File: config.mk
export PLATFORM = sky130hd
export DESIGN_NAME = asci_top
export DESIGN_NICKNAME = d
export VERILOG_FILES = /design/src/rtl/asci_pkg.sv /design/src/rtl/asci_top.sv
export SDC_FILE = /design/constraint.sdc
export NUM_CORES = 1
export LEC_CHECK = 0
export ABC_AREA = 1
export BUFFER_PORTS_ARGS = -buffer_cell sky130_fd_sc_hd__clkbuf_2
export CORE_MARGIN = 1.5
export CORE_UTILIZATION = 55
export CTS_CLUSTER_SIZE = 10
export DETAILED_ROUTE_END_ITERATION = 6
export GPL_TIMING_DRIVEN = 0
export PLACE_DENSITY = 0.74
export SLEW_MARGIN = 20
export SYNTH_ARGS = -nofsm -noshare
export SYNTH_HDL_FRONTEND = slang
export SYNTH_SLANG_ARGS = --single-unit
File: constraint.sdc
create_clock -name CLK -period 6.8 [get_ports CLK]
set_clock_uncertainty 0.05 [all_clocks]
set_input_delay 0 -clock CLK [delete_from_list [all_inputs] [get_ports CLK]]
set_output_delay 0 -clock CLK [all_outputs]
set_load 0.01 [all_outputs]
File: src/rtl/asci_pkg.sv
// package for the asynchronous serial interface: register map, fields, states
// assumes a 32-bit axi4-lite register bus and one 100 MHz clock
package asci_pkg;

  // register byte offsets; the baud offset is the one printed, the rest sit beside it
  localparam logic [15:0] ASCI_OFS_BAUD = 16'h102B;
  localparam logic [15:0] ASCI_ADDR_BAUD = 16'h40AC; // index 0x102B times four
  localparam logic [15:0] ASCI_ADDR_CTL1 = 16'h40B0;
  localparam logic [15:0] ASCI_ADDR_CTL2 = 16'h40B4;
  localparam logic [15:0] ASCI_ADDR_STAT = 16'h40B8;
  localparam logic [15:0] ASCI_ADDR_DATA = 16'h40BC;
  localparam logic [15:0] ASCI_ADDR_MASK = 16'h40C0;

  // baud register fields
  localparam int ASCI_BAUD_CLR_BIT = 7;
  localparam int ASCI_BAUD_SCP_LSB = 4;
  localparam int ASCI_BAUD_SCR_LSB = 0;
  localparam logic [7:0] ASCI_BAUD_RST = 8'h00;
  localparam logic [7:0] ASCI_BAUD_WMASK = 8'hB7;
  // control one: bit 4 word length, bit 0 ninth transmit bit
  localparam int ASCI_CTL1_NINE_BIT = 4;
  localparam int ASCI_CTL1_T8_BIT = 0;
  // control two: bit 3 transmit enable, bit 2 receive enable, bit 0 send break
  localparam int ASCI_CTL2_TE_BIT = 3;
  localparam int ASCI_CTL2_RE_BIT = 2;
  localparam int ASCI_CTL2_BRK_BIT = 0;
  // status: 7 tx buffer empty, 6 tx complete, 5 rx full, 3 overrun, 2 noise, 1 frame
  localparam int ASCI_ST_TDRE = 7;
  localparam int ASCI_ST_TC = 6;
  localparam int ASCI_ST_RDRF = 5;
  localparam int ASCI_ST_OVR = 3;
  localparam int ASCI_ST_NF = 2;
  localparam int ASCI_ST_FE = 1;
  localparam logic [7:0] ASCI_CTL_RST = 8'h00;

  // oversampling and prescaler divisions
  localparam int ASCI_OVS = 16;
  localparam logic [3:0] ASCI_DIV_P0 = 4'd1;
  localparam logic [3:0] ASCI_DIV_P1 = 4'd3;
  localparam logic [3:0] ASCI_DIV_P2 = 4'd4;
  localparam logic [3:0] ASCI_DIV_P3 = 4'd13;

  // axi responses
  localparam logic [1:0] ASCI_RESP_OK = 2'b00;
  localparam logic [1:0] ASCI_RESP_SLVERR = 2'b10;

  typedef enum logic [1:0] {ASCI_TX_IDLE = 2'b00, ASCI_TX_START = 2'b01,
                            ASCI_TX_DATA = 2'b11, ASCI_TX_STOP = 2'b10} asci_tx_t;
  typedef enum logic [1:0] {ASCI_RX_IDLE = 2'b00, ASCI_RX_START = 2'b01,
                            ASCI_RX_DATA = 2'b11, ASCI_RX_STOP = 2'b10} asci_rx_t;

  // receive error bundle carried with a character
  typedef struct packed {
    logic ovr;
    logic nf;
    logic fe;
  } asci_err_t;

  // divide select of the prescaler
  function automatic logic [3:0] asci_pre_div(input logic [1:0] sel);
    unique case (sel)
      2'b00: asci_pre_div = ASCI_DIV_P0;
      2'b01: asci_pre_div = ASCI_DIV_P1;
      2'b10: asci_pre_div = ASCI_DIV_P2;
      default: asci_pre_div = ASCI_DIV_P3;
    endcase
  endfunction

  // majority of three samples
  function automatic logic asci_vote(input logic [2:0] s);
    asci_vote = (s[0] & s[1]) | (s[0] & s[2]) | (s[1] & s[2]);
  endfunction

endpackage

File: src/rtl/asci_top.sv
// asynchronous serial interface: nrz framer with double-buffered transmit
// assumes an axi4-lite master on CLK; RXD comes from an outside node
module asci_top
  import asci_pkg::*;
(
  input wire logic CLK,
  input wire logic RST,
  input wire logic [15:0] S_AXI_AWADDR,
  input wire logic S_AXI_AWVALID,
  output logic S_AXI_AWREADY,
  input wire logic [31:0] S_AXI_WDATA,
  input wire logic [3:0] S_AXI_WSTRB,
  input wire logic S_AXI_WVALID,
  output logic S_AXI_WREADY,
  output logic [1:0] S_AXI_BRESP,
  output logic S_AXI_BVALID,
  input wire logic S_AXI_BREADY,
  input wire logic [15:0] S_AXI_ARADDR,
  input wire logic S_AXI_ARVALID,
  output logic S_AXI_ARREADY,
  output logic [31:0] S_AXI_RDATA,
  output logic [1:0] S_AXI_RRESP,
  output logic S_AXI_RVALID,
  input wire logic S_AXI_RREADY,
  input wire logic RXD,
  output logic TXD,
  output logic IRQ
);

  // register state
  logic [7:0] baud_q, baud_d;       // baud_rate_select
  logic [7:0] ctl1_q, ctl1_d;       // serial_control_one
  logic [7:0] ctl2_q, ctl2_d;       // serial_control_two
  logic [7:0] mask_q, mask_d;       // interrupt mask, status layout
  logic [7:0] rxbuf_q, rxbuf_d;     // serial_data_buffer, read side
  logic rx9_q, rx9_d;               // received ninth bit
  logic [8:0] txbuf_q, txbuf_d;     // serial_data_buffer, write side
  logic tdre_q, tdre_d, tc_q, tc_d, rdrf_q, rdrf_d;
  asci_err_t err_q, err_d;
  logic armed_q, armed_d;           // status read seen, waiting for the data read
  // axi channel state
  logic aw_q, aw_d, w_q, w_d, bv_q, bv_d, rv_q, rv_d, arr_q, arr_d;
  logic [15:0] awa_q, awa_d;
  logic [31:0] wd_q, wd_d, rd_q, rd_d;
  logic [1:0] bresp_q, bresp_d, rresp_q, rresp_d;
  logic irq_q, irq_d;

  // rx pin synchroniser; stage one feeds stage two only
  logic rx_m_q, rx_s_q;
  always_ff @(posedge CLK)
  begin
    if (RST)
    begin
      rx_m_q <= 1'b1;
      rx_s_q <= 1'b1;
    end
    else
    begin
      rx_m_q <= RXD;
      rx_s_q <= rx_m_q;
    end
  end

  // baud generator: prescaler then binary rate stage, 16x tick
  logic [3:0] pre_q, pre_d;
  logic [6:0] rate_q, rate_d;
  logic tick_q, tick_d;
  logic [3:0] pre_lim;
  logic [6:0] rate_lim;
  always_comb
  begin
    pre_lim = asci_pre_div(baud_q[ASCI_BAUD_SCP_LSB +: 2]) - 4'd1;
    rate_lim = 7'((7'd1 << baud_q[ASCI_BAUD_SCR_LSB +: 3]) - 7'd1);
    pre_d = pre_q;
    rate_d = rate_q;
    tick_d = 1'b0;
    if (baud_q[ASCI_BAUD_CLR_BIT])
    begin
      // test clear holds both counters at zero
      pre_d = '0;
      rate_d = '0;
    end
    else if (pre_q >= pre_lim)
    begin
      // >= so a prescaler change takes effect at once
      pre_d = '0;
      if (rate_q >= rate_lim)
      begin
        rate_d = '0;
        tick_d = 1'b1;
      end
      else
        rate_d = rate_q + 7'd1;
    end
    else
      pre_d = pre_q + 4'd1;
  end
  always_ff @(posedge CLK)
  begin
    if (RST)
    begin
      pre_q <= '0;
      rate_q <= '0;
      tick_q <= 1'b0;
    end
    else
    begin
      pre_q <= pre_d;
      rate_q <= rate_d;
      tick_q <= tick_d;
    end
  end

  // transmitter; one tick stream shared with the receiver
  asci_tx_t txs_q, txs_d;
  logic [3:0] txo_q, txo_d;   // oversample phase
  logic [3:0] txn_q, txn_d;   // bit index
  logic [8:0] txsh_q, txsh_d;
  logic txd_q, txd_d;
  logic tx_load;              // shifter takes the buffer
  logic nine;
  always_comb
  begin
    nine = ctl1_q[ASCI_CTL1_NINE_BIT];
    txs_d = txs_q;
    txo_d = txo_q;
    txn_d = txn_q;
    txsh_d = txsh_q;
    tx_load = 1'b0;
    if (tick_q)
    begin
      txo_d = txo_q + 4'd1;
      unique case (txs_q)
        ASCI_TX_IDLE:
        begin
          txo_d = '0;
          if (ctl2_q[ASCI_CTL2_TE_BIT] && (!tdre_q || ctl2_q[ASCI_CTL2_BRK_BIT]))
          begin
            // shifter is filled from the data buffer, or with zeros for a break frame when the buffer is empty
            tx_load = !tdre_q;
            txsh_d = tdre_q ? 9'h000 : txbuf_q;
            txs_d = ASCI_TX_START;
          end
        end
        ASCI_TX_START:
          if (txo_q == 4'hF)
          begin
            txn_d = '0;
            txs_d = ASCI_TX_DATA;
          end
        ASCI_TX_DATA:
          if (txo_q == 4'hF)
          begin
            txsh_d = {1'b0, txsh_q[8:1]};
            txn_d = txn_q + 4'd1;
            if (txn_q == (nine ? 4'd8 : 4'd7))
              txs_d = ASCI_TX_STOP;
          end
        default:
          if (txo_q == 4'hF)
            txs_d = ASCI_TX_IDLE;
      endcase
    end
    // pin: start zero, data, stop one; break forces zero for whole frames
    unique case (txs_q)
      ASCI_TX_START: txd_d = 1'b0;
      ASCI_TX_DATA: txd_d = txsh_q[0] & !ctl2_q[ASCI_CTL2_BRK_BIT];
      ASCI_TX_STOP: txd_d = !ctl2_q[ASCI_CTL2_BRK_BIT];
      // the one idle tick between break frames stays low, so the line never blips
      default: txd_d = !(ctl2_q[ASCI_CTL2_TE_BIT] && ctl2_q[ASCI_CTL2_BRK_BIT]);
    endcase
  end
  always_ff @(posedge CLK)
  begin
    if (RST)
    begin
      txs_q <= ASCI_TX_IDLE;
      txo_q <= '0;
      txn_q <= '0;
      txsh_q <= '0;
      txd_q <= 1'b1;
    end
    else
    begin
      txs_q <= txs_d;
      txo_q <= txo_d;
      txn_q <= txn_d;
      txsh_q <= txsh_d;
      txd_q <= txd_d;
    end
  end

  // receiver with samples 7, 8, 9 of sixteen
  asci_rx_t rxs_q, rxs_d;
  logic [3:0] rxo_q, rxo_d, rxn_q, rxn_d;
  logic [2:0] smp_q, smp_d;
  logic [8:0] rxsh_q, rxsh_d;
  logic noisy_q, noisy_d;
  logic rx_done;              // character complete this cycle
  logic rx_fe;
  logic bitv;
  always_comb
  begin
    rxs_d = rxs_q;
    rxo_d = rxo_q;
    rxn_d = rxn_q;
    smp_d = smp_q;
    rxsh_d = rxsh_q;
    noisy_d = noisy_q;
    rx_done = 1'b0;
    rx_fe = 1'b0;
    bitv = asci_vote(smp_q);
    if (tick_q && ctl2_q[ASCI_CTL2_RE_BIT])
    begin
      rxo_d = rxo_q + 4'd1;
      if (rxo_q >= 4'd7 && rxo_q <= 4'd9)
        smp_d = {smp_q[1:0], rx_s_q};
      unique case (rxs_q)
        ASCI_RX_IDLE:
        begin
          rxo_d = '0;
          noisy_d = 1'b0;
          if (!rx_s_q)
            rxs_d = ASCI_RX_START;
        end
        ASCI_RX_START:
          if (rxo_q == 4'hF)
          begin
            // a high start bit is a glitch; back to idle
            rxs_d = bitv ? ASCI_RX_IDLE : ASCI_RX_DATA;
            noisy_d = (smp_q != 3'b000) && (smp_q != 3'b111);
            rxn_d = '0;
          end
        ASCI_RX_DATA:
          if (rxo_q == 4'hF)
          begin
            // fill from the top so the first bit ends lowest
            rxsh_d = nine ? {bitv, rxsh_q[8:1]} : {1'b0, bitv, rxsh_q[7:1]};
            noisy_d = noisy_q | ((smp_q != 3'b000) && (smp_q != 3'b111));
            rxn_d = rxn_q + 4'd1;
            if (rxn_q == (nine ? 4'd8 : 4'd7))
              rxs_d = ASCI_RX_STOP;
          end
        default:
          if (rxo_q == 4'hF)
          begin
            rx_done = 1'b1;
            rx_fe = !bitv;
            noisy_d = noisy_q | ((smp_q != 3'b000) && (smp_q != 3'b111));
            rxs_d = ASCI_RX_IDLE;
          end
      endcase
    end
  end
  always_ff @(posedge CLK)
  begin
    if (RST)
    begin
      rxs_q <= ASCI_RX_IDLE;
      rxo_q <= '0;
      rxn_q <= '0;
      smp_q <= 3'b111;
      rxsh_q <= '0;
      noisy_q <= 1'b0;
    end
    else
    begin
      rxs_q <= rxs_d;
      rxo_q <= rxo_d;
      rxn_q <= rxn_d;
      smp_q <= smp_d;
      rxsh_q <= rxsh_d;
      noisy_q <= noisy_d;
    end
  end

  // axi4-lite slave and register file
  logic wr_go, rd_go, wr_hit, rd_hit;
  logic [7:0] stat;
  logic rd_stat, rd_data;
  always_comb
  begin
    aw_d = aw_q;
    w_d = w_q;
    awa_d = awa_q;
    wd_d = wd_q;
    bv_d = bv_q;
    bresp_d = bresp_q;
    rv_d = rv_q;
    rd_d = rd_q;
    rresp_d = rresp_q;
    arr_d = 1'b0;
    baud_d = baud_q;
    ctl1_d = ctl1_q;
    ctl2_d = ctl2_q;
    mask_d = mask_q;
    txbuf_d = txbuf_q;
    tdre_d = tdre_q;
    tc_d = tc_q;
    rdrf_d = rdrf_q;
    err_d = err_q;
    rxbuf_d = rxbuf_q;
    rx9_d = rx9_q;
    armed_d = armed_q;
    rd_stat = 1'b0;
    rd_data = 1'b0;
    stat = {tdre_q, tc_q, rdrf_q, 1'b0, err_q.ovr, err_q.nf, err_q.fe, 1'b0};
    // take address and data in either order
    if (S_AXI_AWVALID && !aw_q)
    begin
      aw_d = 1'b1;
      awa_d = S_AXI_AWADDR;
    end
    if (S_AXI_WVALID && !w_q)
    begin
      w_d = 1'b1;
      wd_d = S_AXI_WDATA;
    end
    wr_go = aw_q && w_q && !bv_q;
    wr_hit = 1'b0;
    if (wr_go)
    begin
      aw_d = 1'b0;
      w_d = 1'b0;
      bv_d = 1'b1;
      wr_hit = 1'b1;
      unique case (awa_q)
        ASCI_ADDR_BAUD: baud_d = wd_q[7:0] & ASCI_BAUD_WMASK;
        ASCI_ADDR_CTL1: ctl1_d = wd_q[7:0];
        ASCI_ADDR_CTL2: ctl2_d = wd_q[7:0];
        ASCI_ADDR_MASK: mask_d = wd_q[7:0];
        ASCI_ADDR_DATA:
        begin
          txbuf_d = {ctl1_q[ASCI_CTL1_T8_BIT], wd_q[7:0]};
          tdre_d = 1'b0;
          tc_d = 1'b0;
        end
        ASCI_ADDR_STAT: wr_hit = 1'b1;
        default: wr_hit = 1'b0;
      endcase
      bresp_d = wr_hit ? ASCI_RESP_OK : ASCI_RESP_SLVERR;
    end
    if (bv_q && S_AXI_BREADY)
      bv_d = 1'b0;
    rd_go = S_AXI_ARVALID && !rv_q && !arr_q;
    rd_hit = 1'b0;
    if (rd_go)
    begin
      arr_d = 1'b1;
      rv_d = 1'b1;
      rd_hit = 1'b1;
      rd_d = '0;
      unique case (S_AXI_ARADDR)
        ASCI_ADDR_BAUD: rd_d[7:0] = baud_q;
        ASCI_ADDR_CTL1: rd_d[7:0] = {ctl1_q[7:1], rx9_q};
        ASCI_ADDR_CTL2: rd_d[7:0] = ctl2_q;
        ASCI_ADDR_MASK: rd_d[7:0] = mask_q;
        ASCI_ADDR_STAT:
        begin
          rd_d[7:0] = stat;
          rd_stat = 1'b1;
        end
        ASCI_ADDR_DATA:
        begin
          rd_d[7:0] = rxbuf_q;
          rd_data = 1'b1;
        end
        default: rd_hit = 1'b0;
      endcase
      rresp_d = rd_hit ? ASCI_RESP_OK : ASCI_RESP_SLVERR;
    end
    if (rv_q && S_AXI_RREADY)
      rv_d = 1'b0;
    // status then data read clears rx flags
    if (rd_stat)
      armed_d = 1'b1;
    if (rd_data && armed_q)
    begin
      err_d = '0;
      rdrf_d = 1'b0;
      armed_d = 1'b0;
    end
    // transmit handoff; the set of tdre follows the load
    if (tx_load)
      tdre_d = 1'b1;
    if (tick_q && txs_q == ASCI_TX_STOP && txo_q == 4'hF && tdre_q)
      tc_d = 1'b1;
    // receive completion wins over a clearing read in the same cycle
    if (rx_done)
    begin
      if (rdrf_d)
        err_d.ovr = 1'b1;
      else
      begin
        rxbuf_d = rxsh_q[7:0];
        rx9_d = rxsh_q[8];
        rdrf_d = 1'b1;
        err_d.nf = noisy_d;
        err_d.fe = rx_fe;
      end
    end
    irq_d = |(stat & mask_q);
  end
  always_ff @(posedge CLK)
  begin
    if (RST)
    begin
      aw_q <= 1'b0;
      w_q <= 1'b0;
      awa_q <= '0;
      wd_q <= '0;
      bv_q <= 1'b0;
      bresp_q <= ASCI_RESP_OK;
      rv_q <= 1'b0;
      rd_q <= '0;
      rresp_q <= ASCI_RESP_OK;
      arr_q <= 1'b0;
      baud_q <= ASCI_BAUD_RST; // fastest prescale
      ctl1_q <= ASCI_CTL_RST;
      ctl2_q <= ASCI_CTL_RST;
      mask_q <= ASCI_CTL_RST;
      txbuf_q <= '0;
      tdre_q <= 1'b1;
      tc_q <= 1'b1;
      rdrf_q <= 1'b0;
      err_q <= '0;
      rxbuf_q <= '0;
      rx9_q <= 1'b0;
      armed_q <= 1'b0;
      irq_q <= 1'b0;
    end
    else
    begin
      aw_q <= aw_d;
      w_q <= w_d;
      awa_q <= awa_d;
      wd_q <= wd_d;
      bv_q <= bv_d;
      bresp_q <= bresp_d;
      rv_q <= rv_d;
      rd_q <= rd_d;
      rresp_q <= rresp_d;
      arr_q <= arr_d;
      baud_q <= baud_d;
      ctl1_q <= ctl1_d;
      ctl2_q <= ctl2_d;
      mask_q <= mask_d;
      txbuf_q <= txbuf_d;
      tdre_q <= tdre_d;
      tc_q <= tc_d;
      rdrf_q <= rdrf_d;
      err_q <= err_d;
      rxbuf_q <= rxbuf_d;
      rx9_q <= rx9_d;
      armed_q <= armed_d;
      irq_q <= irq_d;
    end
  end

  // outputs straight from flops
  assign S_AXI_AWREADY = !aw_q;
  assign S_AXI_WREADY = !w_q;
  assign S_AXI_BVALID = bv_q;
  assign S_AXI_BRESP = bresp_q;
  assign S_AXI_ARREADY = arr_q;
  assign S_AXI_RVALID = rv_q;
  assign S_AXI_RDATA = rd_q;
  assign S_AXI_RRESP = rresp_q;
  assign TXD = txd_q;
  assign IRQ = irq_q;

  // checks
  a_idle_high: assert property (@(posedge CLK) disable iff (RST)
    (txs_q == ASCI_TX_IDLE && $past(txs_q) == ASCI_TX_IDLE &&
    !$past(ctl2_q[ASCI_CTL2_BRK_BIT])) |-> TXD)
    else $error("line not high while idle");
  a_start_low: assert property (@(posedge CLK) disable iff (RST)
    (txs_q == ASCI_TX_START) |=> !TXD)
    else $error("start bit not low");
  a_stop_high: assert property (@(posedge CLK) disable iff (RST)
    (txs_q == ASCI_TX_STOP && !ctl2_q[ASCI_CTL2_BRK_BIT]) |=> TXD)
    else $error("stop bit not high");
  a_load_buf: assert property (@(posedge CLK) disable iff (RST)
    tx_load |=> (txsh_q == $past(txbuf_q)) && tdre_q)
    else $error("shifter not loaded from buffer");
  a_ovr_keep: assert property (@(posedge CLK) disable iff (RST)
    (rx_done && rdrf_q && !armed_q) |=> err_q.ovr && $stable(rxbuf_q))
    else $error("overrun lost old character");
  a_fe_set: assert property (@(posedge CLK) disable iff (RST)
    (rx_done && !rdrf_q && !bitv) |=> err_q.fe)
    else $error("framing error missed");
  a_clr_tick: assert property (@(posedge CLK) disable iff (RST)
    baud_q[ASCI_BAUD_CLR_BIT] |=> !tick_q && pre_q == 4'h0)
    else $error("test clear did not hold counters");
  a_pre_range: assert property (@(posedge CLK) disable iff (RST)
    $changed(pre_q) |-> pre_q <= 4'd12)
    else $error("prescaler beyond thirteen");
  a_nine_len: assert property (@(posedge CLK) disable iff (RST)
    (txs_q == ASCI_TX_DATA && !nine) |-> txn_q <= 4'd7)
    else $error("eight-bit frame overran");
  c_tx_frame: cover property (@(posedge CLK) txs_q == ASCI_TX_STOP);
  c_rx_char: cover property (@(posedge CLK) rx_done);
  c_overrun: cover property (@(posedge CLK) rx_done && rdrf_q);
  c_irq: cover property (@(posedge CLK) IRQ);

endmodule

==> impl_metrics.env, run 1 <==
export IMPL_routed_wirelength_um=17800
export IMPL_hold_buffers=35
export IMPL_avgRoutedWirePerCell_um=13.4
export IMPL_cts_root_buf="sky130_fd_sc_hd__clkbuf_16"
export IMPL_std_cell_rows=41
export IMPL_areaGrowthSynthToFinish_pct=21.4
export IMPL_worst_path_max_fanout=6
export IMPL_fmax_mhz=387
export IMPL_ys_types=42
export IMPL_pre_cts_slack_ns=4.28
export IMPL_min_period_over_period_pct=38.0
export IMPL_worst_setup_path_endpoint="tick_q"
export IMPL_worstSetupStartpointType="flip-flop"
export IMPL_design_die_area_um2=13800
export IMPL_initial_utilization_pct=56.7
export IMPL_globalRouteOverflowTotal=0
export IMPL_rr_worst_depth=12
export IMPL_route_detailed_drc=0
export IMPL_clkSinkCount=152
export IMPL_routed_via_count=6777
export IMPL_type_of_the_setup_path_with_the_least_slack="flip-flop to flip-flop"
export IMPL_grt_first_pass_wirelength_um=29300
export IMPL_fin_total_pwr_mw=1.97
export IMPL_timing_hold_worst_class="primary input to flip-flop"
export IMPL_yosysWarnings=0
export IMPL_run_status="finished clean"
export IMPL_cts_repair_resized=0
export IMPL_number_of_global_route_vias_before_repair=6192
export IMPL_hpwlAfterDp_um=12700
export IMPL_critPathLaunch="baud_q[2]"
export IMPL_max_cap_violations=0
export IMPL_first_pass_iters=7
export IMPL_insertedDiodeCount=0
export IMPL_worst_r2r_setup_slack_ns=4.22
export IMPL_critical_path_reg2reg_endpoint="tick_q"
export IMPL_slew_headroom_pct=53.1
export IMPL_rsz0062_at_grt="no"
export IMPL_clock_tree_htree_level_count=4
export IMPL_count_of_endpoints_failing_setup_in_the_final_report=0
export IMPL_clock_tree_buffer_depth=2
export IMPL_final_hold_viol_count=0
export IMPL_cellPowerDensity_nw_per_um2=226
export IMPL_globalRouteTotalUtil_pct=26.4
export IMPL_grt_max_degree=17
export IMPL_worst_case_setup_margin_in_the_final_layout_ns=4.22
export IMPL_synth_seq_cells=152
export IMPL_floorplan_core_area_um2=12700
export IMPL_avgSynthCellArea_um2=7.17
export IMPL_chipHeight_um=117
export IMPL_static_leakage_power_nw=3.74
export IMPL_worst_endpoint_arrival_ns=2.82
export IMPL_worstMarginPinSlew_ns=0.703
export IMPL_ir_drop_v=0.000199
export IMPL_cts_setup_buffers=0
export IMPL_r2r_start="baud_q[2]"
export IMPL_fin_crit_ns=2.58
export IMPL_insertion_delay_ns=0.43
export IMPL_antenna_violations_before_repair=0
export IMPL_post_route_cells_drive_above_1_share_pct=14.2
export IMPL_cts_clk_slew_worst_paths_ns=0.06
export IMPL_number_of_routed_nets_with_antenna_violations=0
export IMPL_synth_seq_area_share_pct=42.3
export IMPL_avgViaCountPerCell=5.10
export IMPL_fin_setup_tns_ns=0
export IMPL_io_pin_count=119
export IMPL_final_nets=1243
export IMPL_place_gp_congestion=0.906
export IMPL_worst_endpoint_required_ns=7.04
export IMPL_crit_path_end_kind="flip-flop"
export IMPL_cts_tree="built"
export IMPL_die_width_um=117
export IMPL_syn_instance_count=1003
export IMPL_initialDrtViolationCount=513
export IMPL_cts_buffers_inserted=17
export IMPL_synth_area_um2=7190
export IMPL_final_max_slew_viol_count=0
export IMPL_port_buffer_count=63
==> worst max-delay path: stages, from the launching register on <==
cell,delay (ns)
sky130_fd_sc_hd__dfxtp_1,0.41
sky130_fd_sc_hd__inv_1,0.14
sky130_fd_sc_hd__nand3_1,0.12
sky130_fd_sc_hd__ha_1,0.19
sky130_fd_sc_hd__o21ai_0,0.14
sky130_fd_sc_hd__a21oi_1,0.18
sky130_fd_sc_hd__xor2_1,0.09
sky130_fd_sc_hd__ha_1,0.32
sky130_fd_sc_hd__nand2_1,0.08
sky130_fd_sc_hd__o21a_1,0.19
sky130_fd_sc_hd__o211ai_1,0.10
sky130_fd_sc_hd__nand2_1,0.10
sky130_fd_sc_hd__nor3_1,0.33
==> cell type report <==
class                           count  area [um^2]
Clock buffer                       21          470
Buffer                             58          343
Tap cell                          172          215
Multi-Input combinational cell    715         3510
Inverter                          103          387
Fill cell                        1102         3940
Sequential cell                   152         3040
Timing Repair Buffer               98          666
Clock inverter                      9         91.3
==> worst min-delay path by stage <==
stage	depth (start not counted)	slack (ns)	endpoint	start
2_1_floorplan	1	0.05	S_AXI_BVALID	S_AXI_BREADY
3_3_place_gp	2	0.13	rx_m_q	RXD
3_5_place_dp	2	0.14	rx_m_q	RXD
4_1_cts	5	0.03	S_AXI_ARREADY	S_AXI_ARVALID
5_1_grt	5	0.08	S_AXI_ARREADY	S_AXI_ARVALID
6_report	5	0.03	S_AXI_ARREADY	S_AXI_ARVALID
==> metrics by stage <==
stage,cells,utilization [%],hold WS [ns],area [um^2]
final,1328,68.9,0.0283,8730
after floorplan,1028,-,0.0491,7280
after global routing,1328,68.9,0.0791,8730
after CTS,1328,68.9,0.0308,8730
after detailed placement,1263,61.7,0.137,7820
after global placement,1263,61.7,0.133,7820
==> cells by family (layout without fill, tap and decap cells) <==
| group | Yosys count | in the layout | synth area share, % |
|---|---|---|---|
| AND/OR/NAND/NOR | 454 | 454 | 26.9 |
| AO/OA/AOI/OAI | 198 | 198 | 14.9 |
| buffers and inverters | 161 | 289 | 10.1 |
| flip-flops | 152 | 152 | 42.3 |
| adder cells (fa/ha/maj) | 22 | 22 | 3.83 |
| XOR/XNOR | 15 | 15 | 1.83 |
| other | 1 | 26 | 0.0522 |
==> Yosys cell counts (all sizes together) <==
master	number	area [um^2]
o21bai	1	7.51
o21ai	72	360
o31ai	1	7.51
conb	1	3.75
xor2	10	87.6
or2	3	18.8
buf	39	272
nor3	8	62.6
nor3b	1	7.51
clkinv	3	11.3
nand3b	5	37.5
clkbuf	19	71.3
a21oi	96	484
and3	1	6.26
o21a	1	7.51
a41oi	1	8.76
or3	1	6.26
nand4	11	68.8
a22oi	8	60.1
nand2	206	783
nand3	59	305
xnor2	5	43.8
a31oi	2	12.5
o211ai	3	22.5
o22ai	2	12.5
inv	100	375
dfxtp	152	3040
ha	22	275
nor2	159	639
o41ai	1	8.76
a211oi	10	80.1
==> layout by cell type, fill, tap and decap left out, drive strengths merged, types with 2 or more instances in the layout <==
master / instances
xnor2: 5
xor2: 10
a21oi: 96
nor3: 8
a211oi: 10
nand3b: 5
a22oi: 8
o22ai: 2
nand2: 206
dfxtp: 152
o21ai: 72
nand4: 11
nor2: 159
clkbuf: 103
dlygate4sd3: 35
clkinv: 4
conb: 26
or2: 3
a31oi: 2
nand3: 59
o211ai: 3
inv: 103
clkinvlp: 4
buf: 39
ha: 22
==> power by group <==
part | switching, mW | leakage, nW | internal (mW)
sequential | 0.0176 | 1.23 | 0.911
clock | 0.374 | 0.264 | 0.531
combinational | 0.0798 | 2.24 | 0.0589
==> sequential cells by signal, summed over array words and instances, names as in the netlist, 9 cells and up <==
register  cells
txbuf_q       9
awa_q        16
rxsh_q        9
txsh_q        9
==> layer usage <==
| layer | up-vias | track usage, % | part of all wire (%) |
|---|---|---|---|
| met5 | - | 0 | 0 |
| met4 | 0 | 8.33 | 1.6 |
| met3 | 29 | 5.84 | 6.9 |
| met2 | 227 | 41.9 | 44 |
| met1 | 3018 | 36.0 | 47 |
| li1 | 3503 | - | - |
Note: power is estimated with default switching activity, not from simulation.
==> run 2: changes to the inputs <==
CORE_UTILIZATION = 51   (was 55)
PLACE_DENSITY = 0.72   (was 0.74)
clock period = 2.2 ns   (was 6.8 ns; I/O delays follow)
==> run 2 against run 1 <==
  * The run now ends with negative setup slack left
  * First-iteration DRC count rose by 16%
  * Register-to-register slack got worse by 4.2 ns
  * Highest routed layer unchanged
  * Setup slack worse by 4.2 ns
  * Via count grew 1.2%
  * Combinational power rose to 3.1 times the previous value
==> impl_metrics.env, run 2 (same netlist as run 1, synthesis figures left out) <==
export IMPL_run_status="finished, violations left"
export IMPL_violations="negative setup slack"
export IMPL_die_width_um=122
export IMPL_floorplan_core_area_um2=13800
export IMPL_internal_power_mw=4.85
export IMPL_final_hold_viol_count=0
export IMPL_placement_cell_area_um2=7830
export IMPL_ir_drop_v=0.000464
export IMPL_final_design_area_no_fill_um2=8890
export IMPL_first_pass_iters=6
export IMPL_number_of_global_route_vias_before_repair=6172
export IMPL_switching_share_pct=22.6
export IMPL_crit_path_cell_trace="nor2_4 > nand2_2 > ha_4 > o21ai_4 > a21oi_2 > xor2_1 > ha_1 > nand2_2 > o21a_1 > o211ai_1 > nand2_2 > nand2_4 > nor2_1"
export IMPL_crit_path_end_kind="flip-flop"
export IMPL_grt_max_degree=17
export IMPL_antenna_violations_before_repair=0
export IMPL_cts_root_buf="sky130_fd_sc_hd__clkbuf_16"
export IMPL_insertedDiodeCount=0
export IMPL_finalHoldWorstSlack_ns=0.0107
export IMPL_slew_headroom_pct=51.2
export IMPL_final_common_cell="sky130_fd_sc_hd__nand2_1"
export IMPL_final_fill_count=1258
export IMPL_seqPwrFrac_pct=45.8
export IMPL_clock_tree_buffer_depth=2
export IMPL_avgViaCountPerCell=5.12
export IMPL_fin_crit_ns=2.20
export IMPL_cellPowerDensity_nw_per_um2=704
export IMPL_count_of_endpoints_failing_setup_in_the_final_report=1
export IMPL_pwr_share_clk_pct=47.4
export IMPL_max_cap_violations=0
export IMPL_place_gp_congestion=0.907
export IMPL_layout_cells_most_common_list="sky130_fd_sc_hd__nand2_1 (198), sky130_fd_sc_hd__dfxtp_1 (149), sky130_fd_sc_hd__nor2_1 (141)"
export IMPL_timing_critical_path_mode_cell="sky130_fd_sc_hd__nand2_2"
export IMPL_route_detailed_drc=0
export IMPL_flip_flop_count_of_the_largest_register_after_layout=16
export IMPL_final_cell_count_no_fill=1340
export IMPL_hpwlAfterDp_um=12700
export IMPL_critical_path_max_stage_delay_ns=0.39
export IMPL_worst_endpoint_arrival_ns=2.47
export IMPL_cts_buffers_inserted=17
export IMPL_pre_cts_slack_ns=-0.295
export IMPL_insertion_delay_ns=0.43
export IMPL_final_core_util_pct=64.3
export IMPL_cts_tree="built"
export IMPL_final_max_slew_viol_count=0
export IMPL_port_buffer_count=63
export IMPL_number_of_routed_nets_with_antenna_violations=0
export IMPL_cts_clk_slew_worst_paths_ns=0.06
export IMPL_fin_total_pwr_mw=6.27
export IMPL_initialDrtViolationCount=597
export IMPL_min_period_over_period_pct=100
export IMPL_chipHeight_um=122
export IMPL_avgRoutedWirePerCell_um=13.8
export IMPL_static_leakage_power_nw=3.81
export IMPL_areaGrowthSynthToFinish_pct=23.7
export IMPL_routed_wirelength_um=18400
export IMPL_clkSinkCount=152
export IMPL_multi_input_area_um2=3590
export IMPL_fin_setup_tns_ns=-0.000302
export IMPL_io_pin_count=119
export IMPL_post_route_cells_drive_above_1_share_pct=16.2
export IMPL_placedCellCount=1271
export IMPL_final_nets=1247
export IMPL_rsz0062_at_grt="yes"
export IMPL_std_cell_rows=43
export IMPL_clock_tree_htree_level_count=4
export IMPL_routed_via_count=6857
export IMPL_worst_case_setup_margin_in_the_final_layout_ns=-0.000302
export IMPL_worstSetupStartpointType="flip-flop"
export IMPL_initial_utilization_pct=52.0
export IMPL_globalRouteTotalUtil_pct=25.9
export IMPL_worst_path_max_fanout=7
export IMPL_seqCellArea_um2=3050
export IMPL_worst_endpoint_required_ns=2.47
export IMPL_design_die_area_um2=14800
export IMPL_grt_first_pass_wirelength_um=29800
export IMPL_worstMarginPinSlew_ns=0.732
export IMPL_type_of_the_setup_path_with_the_least_slack="flip-flop to flip-flop"
export IMPL_crit_path_top_delay_cell="sky130_fd_sc_hd__dfxtp_4"
export IMPL_regMostFlops="awa_q"
export IMPL_globalRouteOverflowTotal=0
export IMPL_power_frac_comb_pct=6.8
export IMPL_fmax_mhz=454
export IMPL_power_net_switching_mw=1.42
export IMPL_timing_hold_worst_class="primary input to flip-flop"
==> run 2: layout make-up <==
| cell class | instances | share of cell area (%) |
|---|---|---|
| buffer | 58 | 3.85 |
| inverter | 103 | 4.46 |
| multi-input combinational | 715 | 40.4 |
| timing repair buffer | 102 | 7.71 |
| clock inverter | 8 | 1.36 |
| clock buffer | 22 | 5.33 |
| sequential | 152 | 34.3 |
| tap | 180 | 2.53 |
==> run 2: worst max-delay path: cells and delay by family, from the launching register on <==
family                   cells  cell delay (ns)
AND/OR/NAND/NOR              6             0.59
flip-flops                   1             0.39
AO/OA/AOI/OAI                4             0.40
adder cells (fa/ha/maj)      2             0.52
XOR/XNOR                     1             0.14
==> run 2: power by group through the flow <==
stage / combinational, mW / clock (mW) / sequential [mW]
3_3_place_gp: 0.365 / 0 / 2.93
3_5_place_dp: 0.369 / 0 / 2.93
4_1_cts: 0.418 / 2.99 / 2.87
5_1_grt: 0.478 / 3.13 / 2.87
6_report: 0.426 / 2.97 / 2.87
2_1_floorplan: 0.241 / 0 / 2.92
==> run 2: routing by layer <==
layer,share of wire (%),GRT usage (%),up-vias
li1,-,-,3497
met1,46,34.8,3087
met2,45,40.7,241
met3,7.1,5.95,32
met4,2.3,9.04,0
met5,0,0,-
==> run 2: final timing paths <==
kind,slack (ns),depth (start not counted),start,endpoint
worst max-delay path,-0.0003,13,baud_q[1],rate_q[3]
worst max register to register,-0.0003,13,baud_q[1],rate_q[3]
worst min register to register,0.37,1,rx_m_q,rx_s_q
worst min-delay path,0.01,5,S_AXI_ARVALID,S_AXI_ARREADY
==> run 2: what timing repair did <==
| item | 4_1_cts | 5_1_grt |
|---|---|---|
| hold buffers | 31 | 0 |
| pin swaps | 0 | 4 |
| resized for setup | 17 | 14 |
| setup buffers | 0 | 8 |
| hold endpoints to repair | 29 | 0 |
| cloned | 0 | 0 |
| setup endpoints to repair | 8 | 8 |
==> run 3: changes to the inputs <==
CELL_PAD_IN_SITES_DETAIL_PLACEMENT = 0   (was not set)
CELL_PAD_IN_SITES_GLOBAL_PLACEMENT = 1   (was not set)
CORE_MARGIN = 4   (was 1.5)
CORE_UTILIZATION = 37   (was 51)
CTS_CLUSTER_DIAMETER = 60   (was not set)
PLACE_DENSITY = 0.73   (was 0.72)
==> run 3 against run 2 <==
  * Sequential power about the same
  * Non-clock buffer count decreased by 2
  * Routed wire length increased by 3.2%
  * Largest cell class unchanged
  * Largest power group unchanged
  * Clock power about the same
  * Fmax increased by 0.65%
  * Power increased by 0.20%
  * Sequential share of layout area decreased by 0.36 points
  * Highest routed layer unchanged
  * Critical path depth unchanged
  * First-iteration DRC count decreased by 39%
  * The flow now finishes without violations
  * Cell count increased by 6.0%
==> impl_metrics.env, run 3 (same netlist as run 1, synthesis figures left out) <==
export IMPL_run_status="finished clean"
export IMPL_insertedDiodeCount=0
export IMPL_cellPowerDensity_nw_per_um2=698
export IMPL_fmax_mhz=457
export IMPL_floorplan_core_area_um2=18900
export IMPL_routed_via_count=6709
export IMPL_std_cell_rows=50
export IMPL_clkSinkCount=152
export IMPL_initial_utilization_pct=38.1
export IMPL_fin_crit_ns=2.19
export IMPL_seqPwrFrac_pct=45.7
export IMPL_clock_tree_buffer_depth=2
export IMPL_crit_path_top_delay_cell="sky130_fd_sc_hd__dfxtp_4"
export IMPL_internal_power_mw=4.81
export IMPL_rsz0062_at_grt="yes"
export IMPL_grt_first_pass_wirelength_um=30500
export IMPL_worst_case_setup_margin_in_the_final_layout_ns=0.0138
export IMPL_final_fill_count=1949
export IMPL_final_nets=1245
export IMPL_pwr_share_clk_pct=47.5
export IMPL_cts_clk_slew_worst_paths_ns=0.06
export IMPL_routed_wirelength_um=19000
export IMPL_final_hold_viol_count=0
export IMPL_layout_cells_most_common_list="sky130_fd_sc_hd__nand2_1 (198), sky130_fd_sc_hd__dfxtp_1 (149), sky130_fd_sc_hd__nor2_1 (139)"
export IMPL_number_of_global_route_vias_before_repair=5989
export IMPL_design_die_area_um2=21700
export IMPL_worst_r2r_setup_slack_ns=0.01
export IMPL_post_route_cells_drive_above_1_share_pct=16.1
export IMPL_final_common_cell="sky130_fd_sc_hd__nand2_1"
export IMPL_final_core_util_pct=47.6
export IMPL_areaGrowthSynthToFinish_pct=25.0
export IMPL_cts_root_buf="sky130_fd_sc_hd__clkbuf_16"
export IMPL_io_pin_count=119
export IMPL_hpwlAfterDp_um=14300
export IMPL_crit_path_end_kind="flip-flop"
export IMPL_fin_total_pwr_mw=6.28
export IMPL_first_pass_iters=7
export IMPL_place_gp_congestion=0.838
export IMPL_placedCellCount=1351
export IMPL_worst_endpoint_required_ns=2.46
export IMPL_avgViaCountPerCell=4.72
export IMPL_insertion_delay_ns=0.42
export IMPL_grt_max_degree=17
export IMPL_worstMarginPinSlew_ns=0.817
export IMPL_route_detailed_drc=0
export IMPL_chipHeight_um=147
export IMPL_slew_headroom_pct=45.5
export IMPL_flip_flop_count_of_the_largest_register_after_layout=16
export IMPL_timing_hold_worst_class="primary input to flip-flop"
export IMPL_static_leakage_power_nw=3.79
export IMPL_timing_critical_path_mode_cell="sky130_fd_sc_hd__nand2_2"
export IMPL_pre_cts_slack_ns=-0.362
export IMPL_final_design_area_no_fill_um2=8990
export IMPL_power_net_switching_mw=1.47
export IMPL_cts_buffers_inserted=17
export IMPL_max_cap_violations=0
export IMPL_clock_tree_htree_level_count=4
export IMPL_port_buffer_count=63
export IMPL_count_of_endpoints_failing_setup_in_the_final_report=0
export IMPL_kind_of_cell_adding_the_most_delay_to_the_critical_path="simple AND/OR/NAND/NOR gates"
export IMPL_worst_endpoint_arrival_ns=2.45
export IMPL_worst_path_max_fanout=7
export IMPL_avgRoutedWirePerCell_um=13.4
export IMPL_initialDrtViolationCount=363
export IMPL_globalRouteOverflowTotal=0
export IMPL_globalRouteTotalUtil_pct=17.5
export IMPL_min_period_over_period_pct=99.4
export IMPL_die_width_um=147
export IMPL_final_max_slew_viol_count=0
export IMPL_placement_cell_area_um2=7930
export IMPL_type_of_the_setup_path_with_the_least_slack="flip-flop to flip-flop"
export IMPL_cts_tree="built"
export IMPL_crit_path_cell_trace="nor2_4 > nand2_2 > ha_4 > o21ai_4 > a21oi_2 > xor2_1 > ha_1 > nand2_2 > o21a_1 > o211ai_1 > nand2_2 > nand2_4 > nor2_1"
export IMPL_regMostFlops="awa_q"
export IMPL_fin_setup_tns_ns=0
export IMPL_critical_path_max_stage_delay_ns=0.37
export IMPL_final_cell_count_no_fill=1420
export IMPL_switching_share_pct=23.4
export IMPL_ir_drop_v=0.000560
export IMPL_power_frac_comb_pct=6.8
export IMPL_worst_path_buf_inv=0
export IMPL_worstSetupStartpointType="flip-flop"
export IMPL_antenna_violations_before_repair=0
export IMPL_finalHoldWorstSlack_ns=0.00894
export IMPL_number_of_routed_nets_with_antenna_violations=0
[run 3: final timing paths]
kind,startpoint,to,cells after the start
setup / recovery,baud_q[0],rate_q[6],13
hold / removal,S_AXI_ARADDR[3],armed_q,5
setup reg to reg,baud_q[0],rate_q[6],13
hold reg to reg,rx_m_q,rx_s_q,1
[run 3: worst register-to-register path, cell delays in order (launching register included)]
cell and delay (ns):
sky130_fd_sc_hd__dfxtp_4 0.37, sky130_fd_sc_hd__nor2_4 0.12, sky130_fd_sc_hd__nand2_2 0.09, sky130_fd_sc_hd__ha_4 0.18, sky130_fd_sc_hd__o21ai_4 0.07, sky130_fd_sc_hd__a21oi_2 0.05
sky130_fd_sc_hd__xor2_1 0.14, sky130_fd_sc_hd__ha_1 0.34, sky130_fd_sc_hd__nand2_2 0.08, sky130_fd_sc_hd__o21a_1 0.18, sky130_fd_sc_hd__o211ai_1 0.10, sky130_fd_sc_hd__nand2_2 0.13
sky130_fd_sc_hd__nand2_4 0.13, sky130_fd_sc_hd__nor2_1 0.06
[run 3: what timing repair did]
item,4_1_cts,5_1_grt
setup endpoints to repair,8,8
buffers inserted,4,1
hold endpoints to repair,29,0
cloned,0,0
hold buffers,32,0
resized for setup,25,7
pin swaps,3,5
[run 3: final cells by class]
type                       instances  area [um^2]  area share [%]
inverter                         103          392            4.36
clock buffer                      22          454            5.05
buffer                            58          343            3.81
timing repair buffer             100          673            7.49
tap                              260          325            3.62
sequential                       152         3050            34.0
clock inverter                    10          144            1.60
multi-input combinational        715         3600            40.1
[run 3: power by group through the flow]
stage	sequential (mW)	clock, mW	combinational (mW)
finish	2.87	2.98	0.424
CTS	2.87	3.04	0.426
floorplan	2.92	0	0.241
global route	2.88	3.16	0.478
detailed placement	2.93	0	0.377
global placement	2.93	0	0.377
[run 3: layer usage]
layer | GRT usage [%] | vias to the layer above | wire length (um)
met1 | 25.9 | 3031 | 9760
met3 | 2.97 | 23 | 969
met5 | 0 | - | 0
met4 | 5.92 | 0 | 274
li1 | - | 3506 | -
met2 | 25.9 | 149 | 8030
